<file path="src/pmsf_defs.vh">
`ifndef PMSF_DEFS_VH
`define PMSF_DEFS_VH

// Bus register byte offsets
`define PMSF_ADDR_STATUS 12'h000
`define PMSF_ADDR_CONTROL 12'h004
`define PMSF_ADDR_UPPER1 12'h008
`define PMSF_ADDR_LOWER1 12'h00c
`define PMSF_ADDR_UPPER2 12'h010
`define PMSF_ADDR_LOWER2 12'h014
`define PMSF_ADDR_CORR1 12'h018
`define PMSF_ADDR_CORR2 12'h01c
`define PMSF_ADDR_JUMP1 12'h020
`define PMSF_ADDR_JUMP2 12'h024
`define PMSF_ADDR_POS1 12'h028
`define PMSF_ADDR_POS2 12'h02c
`define PMSF_ADDR_ALIGN 2'h0

// Reset values of the limit registers
`define PMSF_UPPER_RST 32'h7fffffff
`define PMSF_LOWER_RST 32'h80000000
`define PMSF_CORR_RST 32'h7fffffff
`define PMSF_JUMP_RST 32'h7fffffff

// AHB encodings
`define PMSF_HTRANS_NONSEQ 2'h2
`define PMSF_HSIZE_WORD 3'h2

// Timing: clock in kHz, times in ms
`define PMSF_CLK_KHZ 25000
`define PMSF_ONLINE_HOLD_MS 500
`define PMSF_JUMP_WINDOW_MS 20
`define PMSF_CLEAR_MAX_MS 12

// Control register bits
`define PMSF_CTL_MODERR1 0
`define PMSF_CTL_MODERR2 1
`define PMSF_CTL_WDOG 2

`endif

</file>
<file path="src/pmsf_top.v">
// Contract
// Healthy flag drops on watchdog error
// Host ready sets online state
// Host ready low leaves online
// No online for 500 ms after reset
// Upper overtravel when position above limit
// Lower overtravel when position below limit
// Overtravel evaluated only while online
// Positioning continues during overtravel
// Overtravel clears after return and reset
// Sensor fault flag on detection failure
// Sensor fault clears on reset once removed
// Excess correction flag on large preset
// Preset value applied despite excess flag
// Excess correction clears on error reset
// Jump flag on large 20 ms change
// Jump flag clears on error reset
// Summary error on any axis fault
// Summary clears on reset after causes
// Eight channel outputs per axis
// Error reset acts on rising edge
// Persisting cause keeps flag set
// Independent flags, shared reset for both
`timescale 1ns/1ns
`default_nettype none
`include "pmsf_defs.vh"

module pmsf_top #(
    parameter [31:0] HOLD_CYCLES =
        `PMSF_ONLINE_HOLD_MS * (`PMSF_CLK_KHZ),
    parameter [31:0] WINDOW_CYCLES =
        `PMSF_JUMP_WINDOW_MS * (`PMSF_CLK_KHZ)
) (
    input wire ref_clk,
    input wire rst,
    input wire hsel,
    input wire [31:0] haddr,
    input wire [1:0] htrans,
    input wire hwrite,
    input wire [2:0] hsize,
    input wire [31:0] hwdata,
    input wire hready,
    output reg [31:0] hrdata,
    output reg hreadyout,
    output reg hresp,
    input wire hostReady,
    input wire faultClear,
    input wire watchdogError,
    input wire sensorOkAxisOne,
    input wire sensorOkAxisTwo,
    input wire [31:0] measuredAxisOne,
    input wire [31:0] measuredAxisTwo,
    input wire presetAxisOne,
    input wire presetAxisTwo,
    input wire [31:0] presetValueAxisOne,
    input wire [31:0] presetValueAxisTwo,
    input wire [7:0] channelSourceAxisOne,
    input wire [7:0] channelSourceAxisTwo,
    output reg moduleHealthy,
    output reg onlineFlag,
    output reg upperOvertravelAxisOne,
    output reg upperOvertravelAxisTwo,
    output reg lowerOvertravelAxisOne,
    output reg lowerOvertravelAxisTwo,
    output reg sensorFaultAxisOne,
    output reg sensorFaultAxisTwo,
    output reg anyFaultAxisOne,
    output reg anyFaultAxisTwo,
    output reg correctionExcessAxisOne,
    output reg correctionExcessAxisTwo,
    output reg positionJumpAxisOne,
    output reg positionJumpAxisTwo,
    output reg [7:0] channelOutputsAxisOne,
    output reg [7:0] channelOutputsAxisTwo
);
    localparam [2:0] ST_HOLD = 3'h1;
    localparam [2:0] ST_OFFLINE = 3'h2;
    localparam [2:0] ST_ONLINE = 3'h4;

    reg [2:0] state;
    reg [31:0] holdCount;
    reg [31:0] windowCount;
    reg windowTick;
    reg clearPrev;
    reg clearPulse;
    reg watchdogSeen;
    reg [2:0] control;
    reg [31:0] limits [0:7];
    reg dataPhase;
    reg dataWrite;
    reg [11:0] dataAddr;
    reg [31:0] next_hrdata;
    wire [31:0] position [0:1];
    wire [1:0] upperOver;
    wire [1:0] lowerOver;
    wire [1:0] sensFault;
    wire [1:0] corrExc;
    wire [1:0] posJump;
    wire [1:0] anyFault;
    wire [1:0] sensorOk;
    wire [1:0] presetLoad;
    wire [31:0] presetValue [0:1];
    wire [31:0] measured [0:1];
    wire addrPhase;
    wire online;

    // Limit slot for an address, 3'h7 when not a limit register and also for PMSF_ADDR_JUMP2
    function [2:0] limitSlot;
        input [11:0] addr;
        begin
            if (addr == `PMSF_ADDR_UPPER1)
                limitSlot = 3'h0;
            else if (addr == `PMSF_ADDR_LOWER1)
                limitSlot = 3'h1;
            else if (addr == `PMSF_ADDR_UPPER2)
                limitSlot = 3'h2;
            else if (addr == `PMSF_ADDR_LOWER2)
                limitSlot = 3'h3;
            else if (addr == `PMSF_ADDR_CORR1)
                limitSlot = 3'h4;
            else if (addr == `PMSF_ADDR_CORR2)
                limitSlot = 3'h5;
            else if (addr == `PMSF_ADDR_JUMP1)
                limitSlot = 3'h6;
            else
                limitSlot = 3'h7;
        end
    endfunction

    // Only aligned whole-word transfers reach the registers
    function wordAccess;
        input [31:0] addr;
        input [2:0] size;
        begin
            wordAccess = (addr[1:0] == `PMSF_ADDR_ALIGN) &&
                (size == `PMSF_HSIZE_WORD);
        end
    endfunction

    assign online = (state == ST_ONLINE);
    assign sensorOk = {sensorOkAxisTwo, sensorOkAxisOne};
    assign presetLoad = {presetAxisTwo, presetAxisOne};
    assign presetValue[0] = presetValueAxisOne;
    assign presetValue[1] = presetValueAxisTwo;
    assign measured[0] = measuredAxisOne;
    assign measured[1] = measuredAxisTwo;
    assign addrPhase = hsel && hready && (htrans == `PMSF_HTRANS_NONSEQ);

    // Online state with post-reset hold-off
    always @(posedge ref_clk) begin
        if (rst) begin
            state <= ST_HOLD;
            holdCount <= 32'h0;
        end else begin
            case (state)
                ST_HOLD: begin
                    // Host ready is ignored until the hold expires
                    if (holdCount >= HOLD_CYCLES - 32'h1)
                        state <= ST_OFFLINE;
                    else
                        holdCount <= holdCount + 32'h1;
                end
                ST_OFFLINE: begin
                    if (hostReady)
                        state <= ST_ONLINE;
                end
                ST_ONLINE: begin
                    if (!hostReady)
                        state <= ST_OFFLINE;
                end
                default: state <= ST_HOLD;
            endcase
        end
    end

    // Shared edge detect; idle low, so no false edge after reset
    always @(posedge ref_clk) begin
        if (rst) begin
            clearPrev <= 1'b0;
            clearPulse <= 1'b0;
        end else begin
            clearPrev <= faultClear;
            clearPulse <= faultClear & !clearPrev;
        end
    end

    // The 20 ms position-change window
    always @(posedge ref_clk) begin
        if (rst) begin
            windowCount <= 32'h0;
            windowTick <= 1'b0;
        end else begin
            windowTick <= (windowCount >= WINDOW_CYCLES - 32'h1);
            if (windowCount >= WINDOW_CYCLES - 32'h1)
                windowCount <= 32'h0;
            else
                windowCount <= windowCount + 32'h1;
        end
    end

    // Watchdog fault is a hardware error; only reset clears it
    always @(posedge ref_clk) begin
        if (rst) begin
            watchdogSeen <= 1'b0;
        end else if (watchdogError | control[`PMSF_CTL_WDOG]) begin
            watchdogSeen <= 1'b1;
        end
    end

    genvar ax;
    generate
        for (ax = 0; ax < 2; ax = ax + 1) begin : gAxis
            pmsf_axis uAxis (
                .refClk(ref_clk),
                .rst(rst),
                .online(online),
                .clearPulse(clearPulse),
                .windowTick(windowTick),
                .sensorOk(sensorOk[ax]),
                .presetLoad(presetLoad[ax]),
                .presetValue(presetValue[ax]),
                .measured(measured[ax]),
                .upperLimit(limits[2 * ax]),
                .lowerLimit(limits[2 * ax + 1]),
                .corrLimit(limits[4 + ax]),
                .jumpLimit(limits[6 + ax]),
                .moduleError(control[ax]),
                .position(position[ax]),
                .upperOver(upperOver[ax]),
                .lowerOver(lowerOver[ax]),
                .sensorFault(sensFault[ax]),
                .corrExcess(corrExc[ax]),
                .posJump(posJump[ax]),
                .anyFault(anyFault[ax])
            );
        end
    endgenerate

    // Registered flag outputs
    always @(posedge ref_clk) begin
        if (rst) begin
            moduleHealthy <= 1'b0;
            onlineFlag <= 1'b0;
            upperOvertravelAxisOne <= 1'b0;
            upperOvertravelAxisTwo <= 1'b0;
            lowerOvertravelAxisOne <= 1'b0;
            lowerOvertravelAxisTwo <= 1'b0;
            sensorFaultAxisOne <= 1'b0;
            sensorFaultAxisTwo <= 1'b0;
            anyFaultAxisOne <= 1'b0;
            anyFaultAxisTwo <= 1'b0;
            correctionExcessAxisOne <= 1'b0;
            correctionExcessAxisTwo <= 1'b0;
            positionJumpAxisOne <= 1'b0;
            positionJumpAxisTwo <= 1'b0;
            channelOutputsAxisOne <= 8'h0;
            channelOutputsAxisTwo <= 8'h0;
        end else begin
            moduleHealthy <= !watchdogSeen && !watchdogError;
            onlineFlag <= online;
            upperOvertravelAxisOne <= upperOver[0];
            upperOvertravelAxisTwo <= upperOver[1];
            lowerOvertravelAxisOne <= lowerOver[0];
            lowerOvertravelAxisTwo <= lowerOver[1];
            sensorFaultAxisOne <= sensFault[0];
            sensorFaultAxisTwo <= sensFault[1];
            anyFaultAxisOne <= anyFault[0];
            anyFaultAxisTwo <= anyFault[1];
            correctionExcessAxisOne <= corrExc[0];
            correctionExcessAxisTwo <= corrExc[1];
            positionJumpAxisOne <= posJump[0];
            positionJumpAxisTwo <= posJump[1];
            // Channels drop while offline
            channelOutputsAxisOne <= online ? channelSourceAxisOne : 8'h0;
            channelOutputsAxisTwo <= online ? channelSourceAxisTwo : 8'h0;
        end
    end

    // AHB-Lite slave, zero wait states; read value taken at address phase
    always @* begin
        next_hrdata = 32'h0;
        if (haddr[11:0] == `PMSF_ADDR_STATUS)
            next_hrdata = {17'h0, channelOutputsAxisTwo[0], anyFault,
                posJump, corrExc, sensFault, lowerOver, upperOver,
                onlineFlag, moduleHealthy};
        else if (haddr[11:0] == `PMSF_ADDR_CONTROL)
            next_hrdata = {29'h0, control};
        else if (limitSlot(haddr[11:0]) != 3'h7)
            next_hrdata = limits[limitSlot(haddr[11:0])];
        else if (haddr[11:0] == `PMSF_ADDR_JUMP2)
            next_hrdata = limits[7];
        // Positions are read-only; writes to them are dropped
        else if (haddr[11:0] == `PMSF_ADDR_POS1)
            next_hrdata = position[0];
        else if (haddr[11:0] == `PMSF_ADDR_POS2)
            next_hrdata = position[1];
    end

    always @(posedge ref_clk) begin
        if (rst) begin
            dataPhase <= 1'b0;
            dataWrite <= 1'b0;
            dataAddr <= 12'h0;
            hrdata <= 32'h0;
            hreadyout <= 1'b1;
            hresp <= 1'b0;
        end else begin
            dataPhase <= addrPhase && wordAccess(haddr, hsize);
            dataWrite <= addrPhase && hwrite;
            dataAddr <= haddr[11:0];
            // Refused transfers still get a zero-wait OKAY
            hreadyout <= 1'b1;
            hresp <= 1'b0;
            // Loaded here so it stands through the following data phase
            if (addrPhase && !hwrite && wordAccess(haddr, hsize))
                hrdata <= next_hrdata;
            else
                hrdata <= 32'h0;
        end
    end

    always @(posedge ref_clk) begin
        if (rst) begin
            control <= 3'h0;
            limits[0] <= `PMSF_UPPER_RST;
            limits[1] <= `PMSF_LOWER_RST;
            limits[2] <= `PMSF_UPPER_RST;
            limits[3] <= `PMSF_LOWER_RST;
            limits[4] <= `PMSF_CORR_RST;
            limits[5] <= `PMSF_CORR_RST;
            limits[6] <= `PMSF_JUMP_RST;
            limits[7] <= `PMSF_JUMP_RST;
        end else if (dataPhase && dataWrite) begin
            if (dataAddr == `PMSF_ADDR_CONTROL)
                control <= hwdata[2:0];
            else if (limitSlot(dataAddr) != 3'h7)
                limits[limitSlot(dataAddr)] <= hwdata;
            else if (dataAddr == `PMSF_ADDR_JUMP2)
                limits[7] <= hwdata;
        end
    end
endmodule
`default_nettype wire

</file>
<file path="src/pmsf_axis.v">
`timescale 1ns/1ns
`default_nettype none
`include "pmsf_defs.vh"

module pmsf_axis (
    input wire refClk,
    input wire rst,
    input wire online,
    input wire clearPulse,
    input wire windowTick,
    input wire sensorOk,
    input wire presetLoad,
    input wire [31:0] presetValue,
    input wire [31:0] measured,
    input wire [31:0] upperLimit,
    input wire [31:0] lowerLimit,
    input wire [31:0] corrLimit,
    input wire [31:0] jumpLimit,
    input wire moduleError,
    output reg [31:0] position,
    output reg upperOver,
    output reg lowerOver,
    output reg sensorFault,
    output reg corrExcess,
    output reg posJump,
    output reg anyFault
);
    reg [31:0] offset;
    reg [31:0] windowStart;
    wire [31:0] scaled;
    wire [31:0] newOffset;
    wire upperNow;
    wire lowerNow;
    wire corrNow;
    wire jumpNow;
    wire causes;

    function [31:0] absDiff;
        input [31:0] a;
        input [31:0] b;
        begin
            absDiff = ($signed(a) > $signed(b)) ? a - b : b - a;
        end
    endfunction

    assign scaled = measured + offset;
    assign newOffset = presetValue - measured;
    assign upperNow = online && ($signed(scaled) > $signed(upperLimit));
    assign lowerNow = online && ($signed(scaled) < $signed(lowerLimit));
    assign corrNow = presetLoad && (absDiff(presetValue, scaled) > corrLimit);
    assign jumpNow = windowTick && (absDiff(scaled, windowStart) > jumpLimit);
    assign causes = upperNow | lowerNow | !sensorOk | moduleError;

    always @(posedge refClk) begin
        if (rst) begin
            offset <= 32'h0;
            windowStart <= 32'h0;
            position <= 32'h0;
            upperOver <= 1'b0;
            lowerOver <= 1'b0;
            sensorFault <= 1'b0;
            corrExcess <= 1'b0;
            posJump <= 1'b0;
            anyFault <= 1'b0;
        end else begin
            // Preset always applied, flagged or not
            if (presetLoad)
                offset <= newOffset;
            position <= scaled;
            if (windowTick)
                windowStart <= scaled;
            // Set terms win over the clear pulse
            upperOver <= upperNow | (upperOver & !clearPulse);
            lowerOver <= lowerNow | (lowerOver & !clearPulse);
            sensorFault <= !sensorOk | (sensorFault & !clearPulse);
            corrExcess <= corrNow | (corrExcess & !clearPulse);
            posJump <= jumpNow | (posJump & !clearPulse);
            // Old flags only hold the summary, so one clear drops it too
            anyFault <= causes | corrNow | jumpNow |
                ((upperOver | lowerOver | sensorFault | corrExcess |
                posJump | anyFault) & !clearPulse);
        end
    end
endmodule
`default_nettype wire

</file>
<file path="config.mk">
export PLATFORM = sky130hd
export DESIGN_NAME = pmsf_top
export DESIGN_NICKNAME = d
export VERILOG_FILES = /design/src/pmsf_top.v /design/src/pmsf_axis.v
export VERILOG_INCLUDE_DIRS = /design/src /design/src/src
export SDC_FILE = /design/constraint.sdc
export NUM_CORES = 2
export LEC_CHECK = 0
export BUFFER_PORTS_ARGS = -buffer_cell sky130_fd_sc_hd__buf_4
export CAP_MARGIN = 20
export CORE_MARGIN = 1.5
export CORE_UTILIZATION = 55
export DETAILED_ROUTE_END_ITERATION = 8
export GPL_ROUTABILITY_DRIVEN = 0
export PLACE_DENSITY = 0.73
export SYNTH_ARGS = -nofsm -noshare
export SYNTH_HDL_FRONTEND = slang
export SYNTH_HIERARCHICAL = 1
export SYNTH_SLANG_ARGS = --single-unit
</file>
<file path="constraint.sdc">
create_clock -name ref_clk -period 10.64 [get_ports ref_clk]
set_input_delay 1.596 -clock ref_clk [delete_from_list [all_inputs] [get_ports ref_clk]]
set_output_delay 1.596 -clock ref_clk [all_outputs]
set_load 0.01 [all_outputs]
</file>
Word level (Yosys, flattened, before mapping)
Memories as Yosys holds them, arrays and structs flattened.
Index checks and enable logic that the tools add are counted.
{ "totals": {"regBits": 354, "ramBits": 256, "input_bits": 225, "out_inout_bits": 64, "word_cells": 247, "n_memories": 1} }
{ "memory_table": {"columns": ["memory", "words", "word_bits", "rd", "rd_clocked_by_memory_dff", "wr", "line", "source"], "rows": [
  ["limits", 8, 32, 9, 0, 8, "pmsf_top.v:88", "reg [31:0] limits [0:7];"]
]} }
{ "classes": {"add_sub_neg": 14, "magnitude_cmp": 14, "eq_ne": 30, "n_mux": 57, "bitwise_logic": 50, "reduce_logical": 34} }
{ "op_table": {"columns": ["op", "count"], "rows": [
  ["greater-than comparator 32 bit", 10],
  ["2-to-1 mux 32 bit", 10],
  ["subtractor 32 bit", 10],
  ["equality test 12 x 5 -> 1 bit (second input constant)", 8],
  ["equality test 12 x 6 -> 1 bit (second input constant)", 6],
  ["2-to-1 mux 3 bit", 24],
  ["adder 32 x 1 -> 32 bit (second input constant)", 2],
  ["adder 32 bit", 2],
  ["< comparator 32 bit", 2],
  ["equality test 12 x 4 -> 1 bit (second input constant)", 4],
  ["bitwise OR 1 bit", 34],
  [">= comparator 32 x 19 -> 1 bit (second input constant)", 1],
  [">= comparator 32 x 24 -> 1 bit (second input constant)", 1],
  ["OR reduction 32 bit", 1],
  ["2-to-1 mux 15 bit", 2],
  ["equality test 12 x 3 -> 1 bit (second input constant)", 2],
  ["logical AND 1 bit", 17],
  ["2-to-1 mux 1 bit", 16],
  ["AND 1 bit", 13],
  ["zero test 12 bit", 1],
  ["one-hot mux 3 bit (3 select lines)", 1],
  ["2-to-1 mux 2 bit", 4],
  ["zero test 1 bit", 7],
  ["equality test 3 x 2 -> 1 bit (second input constant)", 2],
  ["11 further kinds", 19]
]} }

Depth between registers and ports, before layout
{ "depth": {"ltp_word": 19, "ltp_mapped": 40, "ltp_nobuf": 38} }

By module
The synthesis kept the hierarchy.
{ "by_module_without_submodules": {"columns": ["module", "n_inst", "cells_per_inst", "area_per_inst_um2", "seq_area_each_um2"], "rows": [
  ["pmsf_top", 1, 1493, 17599.4, 10690.3],
  ["pmsf_axis at gAxis[0].uAxis", 1, 2165, 16158.0, 2042.0],
  ["pmsf_axis at gAxis[1].uAxis", 1, 2118, 15865.2, 2042.0]
]} }

Worst setup path after synthesis
OpenSTA, ideal clock, no wires.
{ "synth_path": {"path_kind": "in2reg", "startpoint": "input port measuredAxisTwo[0]", "endpoint": "register gAxis[1].uAxis.anyFault", "setup_ns": 0.133, "arrival_time_ns": 8.814, "required_ns": 10.507, "path_slack_ns": 1.693, "cell_stages": 36, "n_path_buf": 2, "path_cell_list": "ha_1 > fa_1 > a211oi_1 > o21ai_4 > o311ai_4 > o221a_2 > a21boi_0 > o21ai_0 > a21oi_1 > o21ai_0 > nor2b_1 > xor2_1 > inv_1 > ha_1 > clkbuf_1 > nand3_1 > or2_2 > nor4_1 > nand2_1 > a22o_1 > a21oi_2 > clkbuf_1 > mux2_2 > xor2_1 > ha_1 > a21o_1 > a21oi_1 > nor2b_1 > o21ai_0 > nand2b_1 > a2111oi_0 > o21ai_0 > a211o_1 > o211ai_1 > and3_1 > a31oi_1"} }
{ "synth_via": {"elab_chain_cells": 9, "elab_cells_between_ends": 23, "classes_between": "add/sub (5); order compare (6); mux (2); bitwise (6); reduce/logical (4)"} }
{ "synth_lines": {"columns": ["element", "line", "source"], "rows": [
  ["start: declaration", "pmsf_top.v:52", "input wire [31:0] measuredAxisTwo,"],
  ["adder 32 bit *", "pmsf_axis.v:46", "assign scaled = measured + offset;"],
  ["named net gAxis[1].uAxis.scaled[28]", "pmsf_axis.v:30", "wire [31:0] scaled;"],
  ["parallel branches: the longest is 6 deep, another holds subtractor 32 bit", null, null],
  ["bitwise OR 1 bit * (2 in series)", "pmsf_axis.v:79", "anyFault <= causes | corrNow | jumpNow |"],
  ["end signal: assignment", "pmsf_axis.v:79", null],
  ["end: declaration", "pmsf_axis.v:26", "output reg anyFault"]
]} }
Mark *: on every way through the listed nets, which the timed path passes.
A chain may end at the register's enable or synchronous reset.

Worst setup path in the final report
{ "layout_path": {"startpoint": "input port measuredAxisTwo[1]", "endpoint": "register gAxis[1].uAxis.anyFault"} }
Same word-level chain as after synthesis.

==> summary.md <==
| Metric | Value |
|---|---|
| Post-DP HPWL | `117000 um` |
| Final #Nets | `6779` |
| Post-synthesis cell count | `5776` |
| CP arrival | `10350 ps` |
| First-pass GRT wire length | `231000 um` |
| Final cell count without fillers | `7158` |
| Largest net degree at the start of global routing | `124` |
| Die ar. | `92000 um^2` |
| Root Driver | `clkbuf_16` |
| CTS tree | `built` |
| Status | `finished clean` |
| Ys Warns | `6` |
| Grt total ovfl | `0` |
| DRC viols | `0` |
| Port Buffer Count | `266` |
| Finished Core Util | `61.9%` |
| Commonest non-fill, non-tap cell in the layout | `ha_1` |
| Post-cts repair resize count | `0` |
| Maxcap violations | `0` |
| RSZ-0062 raised after global routing | `false` |
| ANT nets after route | `0` |
| Post-CTS Setup Inserts | `0` |
| Slowest cell delay on critical path | `550 ps` |
| GRT Util Overall | `32.2%` |
| Worst Path Class, Setup | `in -> reg` |
| DR vias | `43.8k` |
| Synth Cell Area | `49600 um^2` |
| Worst min path class | `reg -> reg` |
| Register area share after synthesis | `29.8%` |
| Final instance area | `55000 um^2` |
| Vias in the first global route | `41.3k` |
| CP Launch Type | `primary input` |
| Lkg Pwr | `25.5 nW` |
| WHS | `427 ps` |
| Cell taking the most area after synthesis | `ha_1` |
| IO Pins | `289` |
| CTS Sinks | `610` |
| Clock Skew | `32.9 ps` |
| Main area contributors after synthesis | `ha_1 (16%), edfxtp_1 (15%), dfxtp_1 (14%)` |
| TNS Setup | `0 ps` |
| Clock latency at the later pin of the worst-skew pair | `640 ps` |
| Clock buffer count from CTS | `74` |
| EDFF count, synth | `256` |
| Slew HR | `24.6%` |
| Avg Cell Area, Syn | `8.59 um^2` |
| Worst-path clk slew | `60 ps` |
| Tmin final | `9870 ps` |
| Detail-routed via count per cell | `6.13` |
| Power density over the cells | `200 nW/um^2` |
| Initial core utilization | `55.8%` |
| Peak supply drop | `0.137 mV` |
| F_max | `0.101 GHz` |
| Inst Count DP | `7013` |
| CP max-delay cell | `a21o_1` |
| First DRT Iteration DRCs | `4632` |
| Die Span X | `303 um` |
| Core Area | `88900 um^2` |
| CTS H-tree lvls | `3` |
| Wire per inst | `21.3 um` |
| Slew Limit Fails | `0` |
| Initial antenna violation count | `17` |
| Total wire length | `152000 um` |
| CTS Hold Bufs | `0` |
| Die height | `303 um` |
| Post-synth cell types | `119` |
| Commonest cells after routing, fill and taps aside | `ha_1 (616), inv_1 (589), nor2_1 (432)` |
| Top-area cell type share of the netlist area | `15.5%` |
| Setup crit end kind | `register` |
| Syn-to-layout area delta | `10.9%` |
| Clock buffer depth | `3` |
| Measured slew at the worst slew-check pin | `1130 ps` |
| Tcrit/Tclk final | `92.8%` |
| Final hold vios | `0` |
| TritonRoute pass-1 iters | `8` |
| Worst Path Max Fanout | `22` |
| Required @ worst endpoint | `11120 ps` |
| Synthesized flop and latch total | `610` |
| Post-synth top flop | `dfxtp_1` |
| Area after DPL | `52500 um^2` |
| FP Rows | `109` |
| Setup violators final | `0` |
| Async S/R FF share, synth | `0%` |
| Share of cells above drive strength 1 | `10.7%` |
## sequential cells by signal (all words and copies together) (netlist names), 2 cells and up
| signal | cells |
|---|---|
| limits | 256 |
| gAxis.uAxis/offset | 64 |
| gAxis.uAxis/position | 64 |
| gAxis.uAxis/windowStart | 64 |
| holdCount | 32 |
| hrdata | 32 |
| windowCount | 32 |
| dataAddr | 12 |
| channelOutputsAxisOne | 8 |
| channelOutputsAxisTwo | 8 |
| control | 3 |
| state | 3 |
| gAxis.uAxis/anyFault | 2 |
| gAxis.uAxis/corrExcess | 2 |
| gAxis.uAxis/lowerOver | 2 |
| gAxis.uAxis/posJump | 2 |
| gAxis.uAxis/sensorFault | 2 |
| gAxis.uAxis/upperOver | 2 |
## stage by stage
stage | setup WS (ps) | power (mW)
2_1_floorplan | 1690 | 6.83
3_3_place_gp | 623 | 8.15
3_5_place_dp | 335 | 8.26
4_1_cts | 964 | 10.9
5_1_grt | 272 | 11.7
6_report | 768 | 11.0
## Yosys cell counts (17+ instances only)
| cell type | instances |
|---|---|
| nor2_1 | 432 |
| nor3_1 | 81 |
| mux2i_1 | 242 |
| nand2_1 | 266 |
| a21oi_1 | 426 |
| a211oi_1 | 54 |
| nand4_1 | 91 |
| clkbuf_1 | 191 |
| edfxtp_1 | 256 |
| nand2b_1 | 145 |
| a21o_1 | 227 |
| mux2_2 | 34 |
| and3_1 | 60 |
| o211ai_1 | 40 |
| ha_1 | 616 |
| a31oi_1 | 75 |
| xor2_1 | 121 |
| or2_2 | 110 |
| o221ai_1 | 30 |
| nor2b_1 | 108 |
| o21bai_1 | 54 |
| a221o_1 | 19 |
| inv_1 | 589 |
| and2_1 | 110 |
| xnor2_1 | 138 |
| and4_1 | 25 |
| o21a_1 | 56 |
| o21ai_1 | 27 |
| dfxtp_1 | 354 |
| or3_1 | 25 |
| nand3_1 | 113 |
| a22oi_1 | 21 |
| nor4_1 | 17 |
| o21ai_0 | 248 |
| buf_2 | 37 |
## final cells by class
cell class | count | area (um^2)
Timing Repair Buffer | 312 | 2390
Antenna cell | 6 | 15.0
Tap cell | 1165 | 1460
Inverter | 592 | 2220
Sequential cell | 610 | 14800
Multi-Input combinational cell | 4336 | 31700
Clock inverter | 40 | 409
Clock buffer | 97 | 2060
Fill cell | 7725 | 33900
## per-layer routing
layer / track usage (%) / part of all wire [%] / up-vias
li1: - / - / 20800
met1: 44.4 / 43 / 20500
met2: 48.3 / 42 / 2145
met3: 7.59 / 11 / 384
met4: 13.4 / 4.6 / 14
met5: 0 / 0.049 / -
## cell families after synthesis
logic type / count (synthesis) / synth area share (%)
simple gates: 1651 / 17.2
compound gates: 1499 / 20.0
buf+inv: 843 / 6.56
fa+ha+maj: 633 / 16.1
flops: 610 / 29.8
mux: 277 / 5.68
xor+xnor: 261 / 4.64
other cells: 2 / 0.0151
## critical path: cells and delay by family
family,cells,cell delay [ps]
AO/OA/AOI/OAI,19,4750
XOR/XNOR,1,300
adder cells (fa/ha/maj),3,1060
buffers and inverters,2,370
multiplexers,1,300
AND/OR/NAND/NOR,9,1940
## report_power, final
| part | internal, mW | switching [mW] |
|---|---|---|
| Combinational | 2.31 | 3.42 |
| Sequential | 2.59 | 0.127 |
| Clock | 1.50 | 1.09 |
| Total | 6.40 | 4.63 |
## worst paths after layout
path                                         startpoint                                 end  slack [ps]  cells past startpoint
setup / recovery                     measuredAxisTwo[1]  gAxis[1].uAxis/anyFault$_SDFF_PP0_         770                     35
hold / removal                watchdogSeen$_SDFFE_PP0P_            moduleHealthy$_SDFF_PP0_         430                      1
setup reg to reg  gAxis[1].uAxis/offset[1]$_SDFFE_PP0P_  gAxis[1].uAxis/anyFault$_SDFF_PP0_        1500                     34
hold reg to reg               watchdogSeen$_SDFFE_PP0P_            moduleHealthy$_SDFF_PP0_         430                      1
Power figures use the tool's default switching activity.
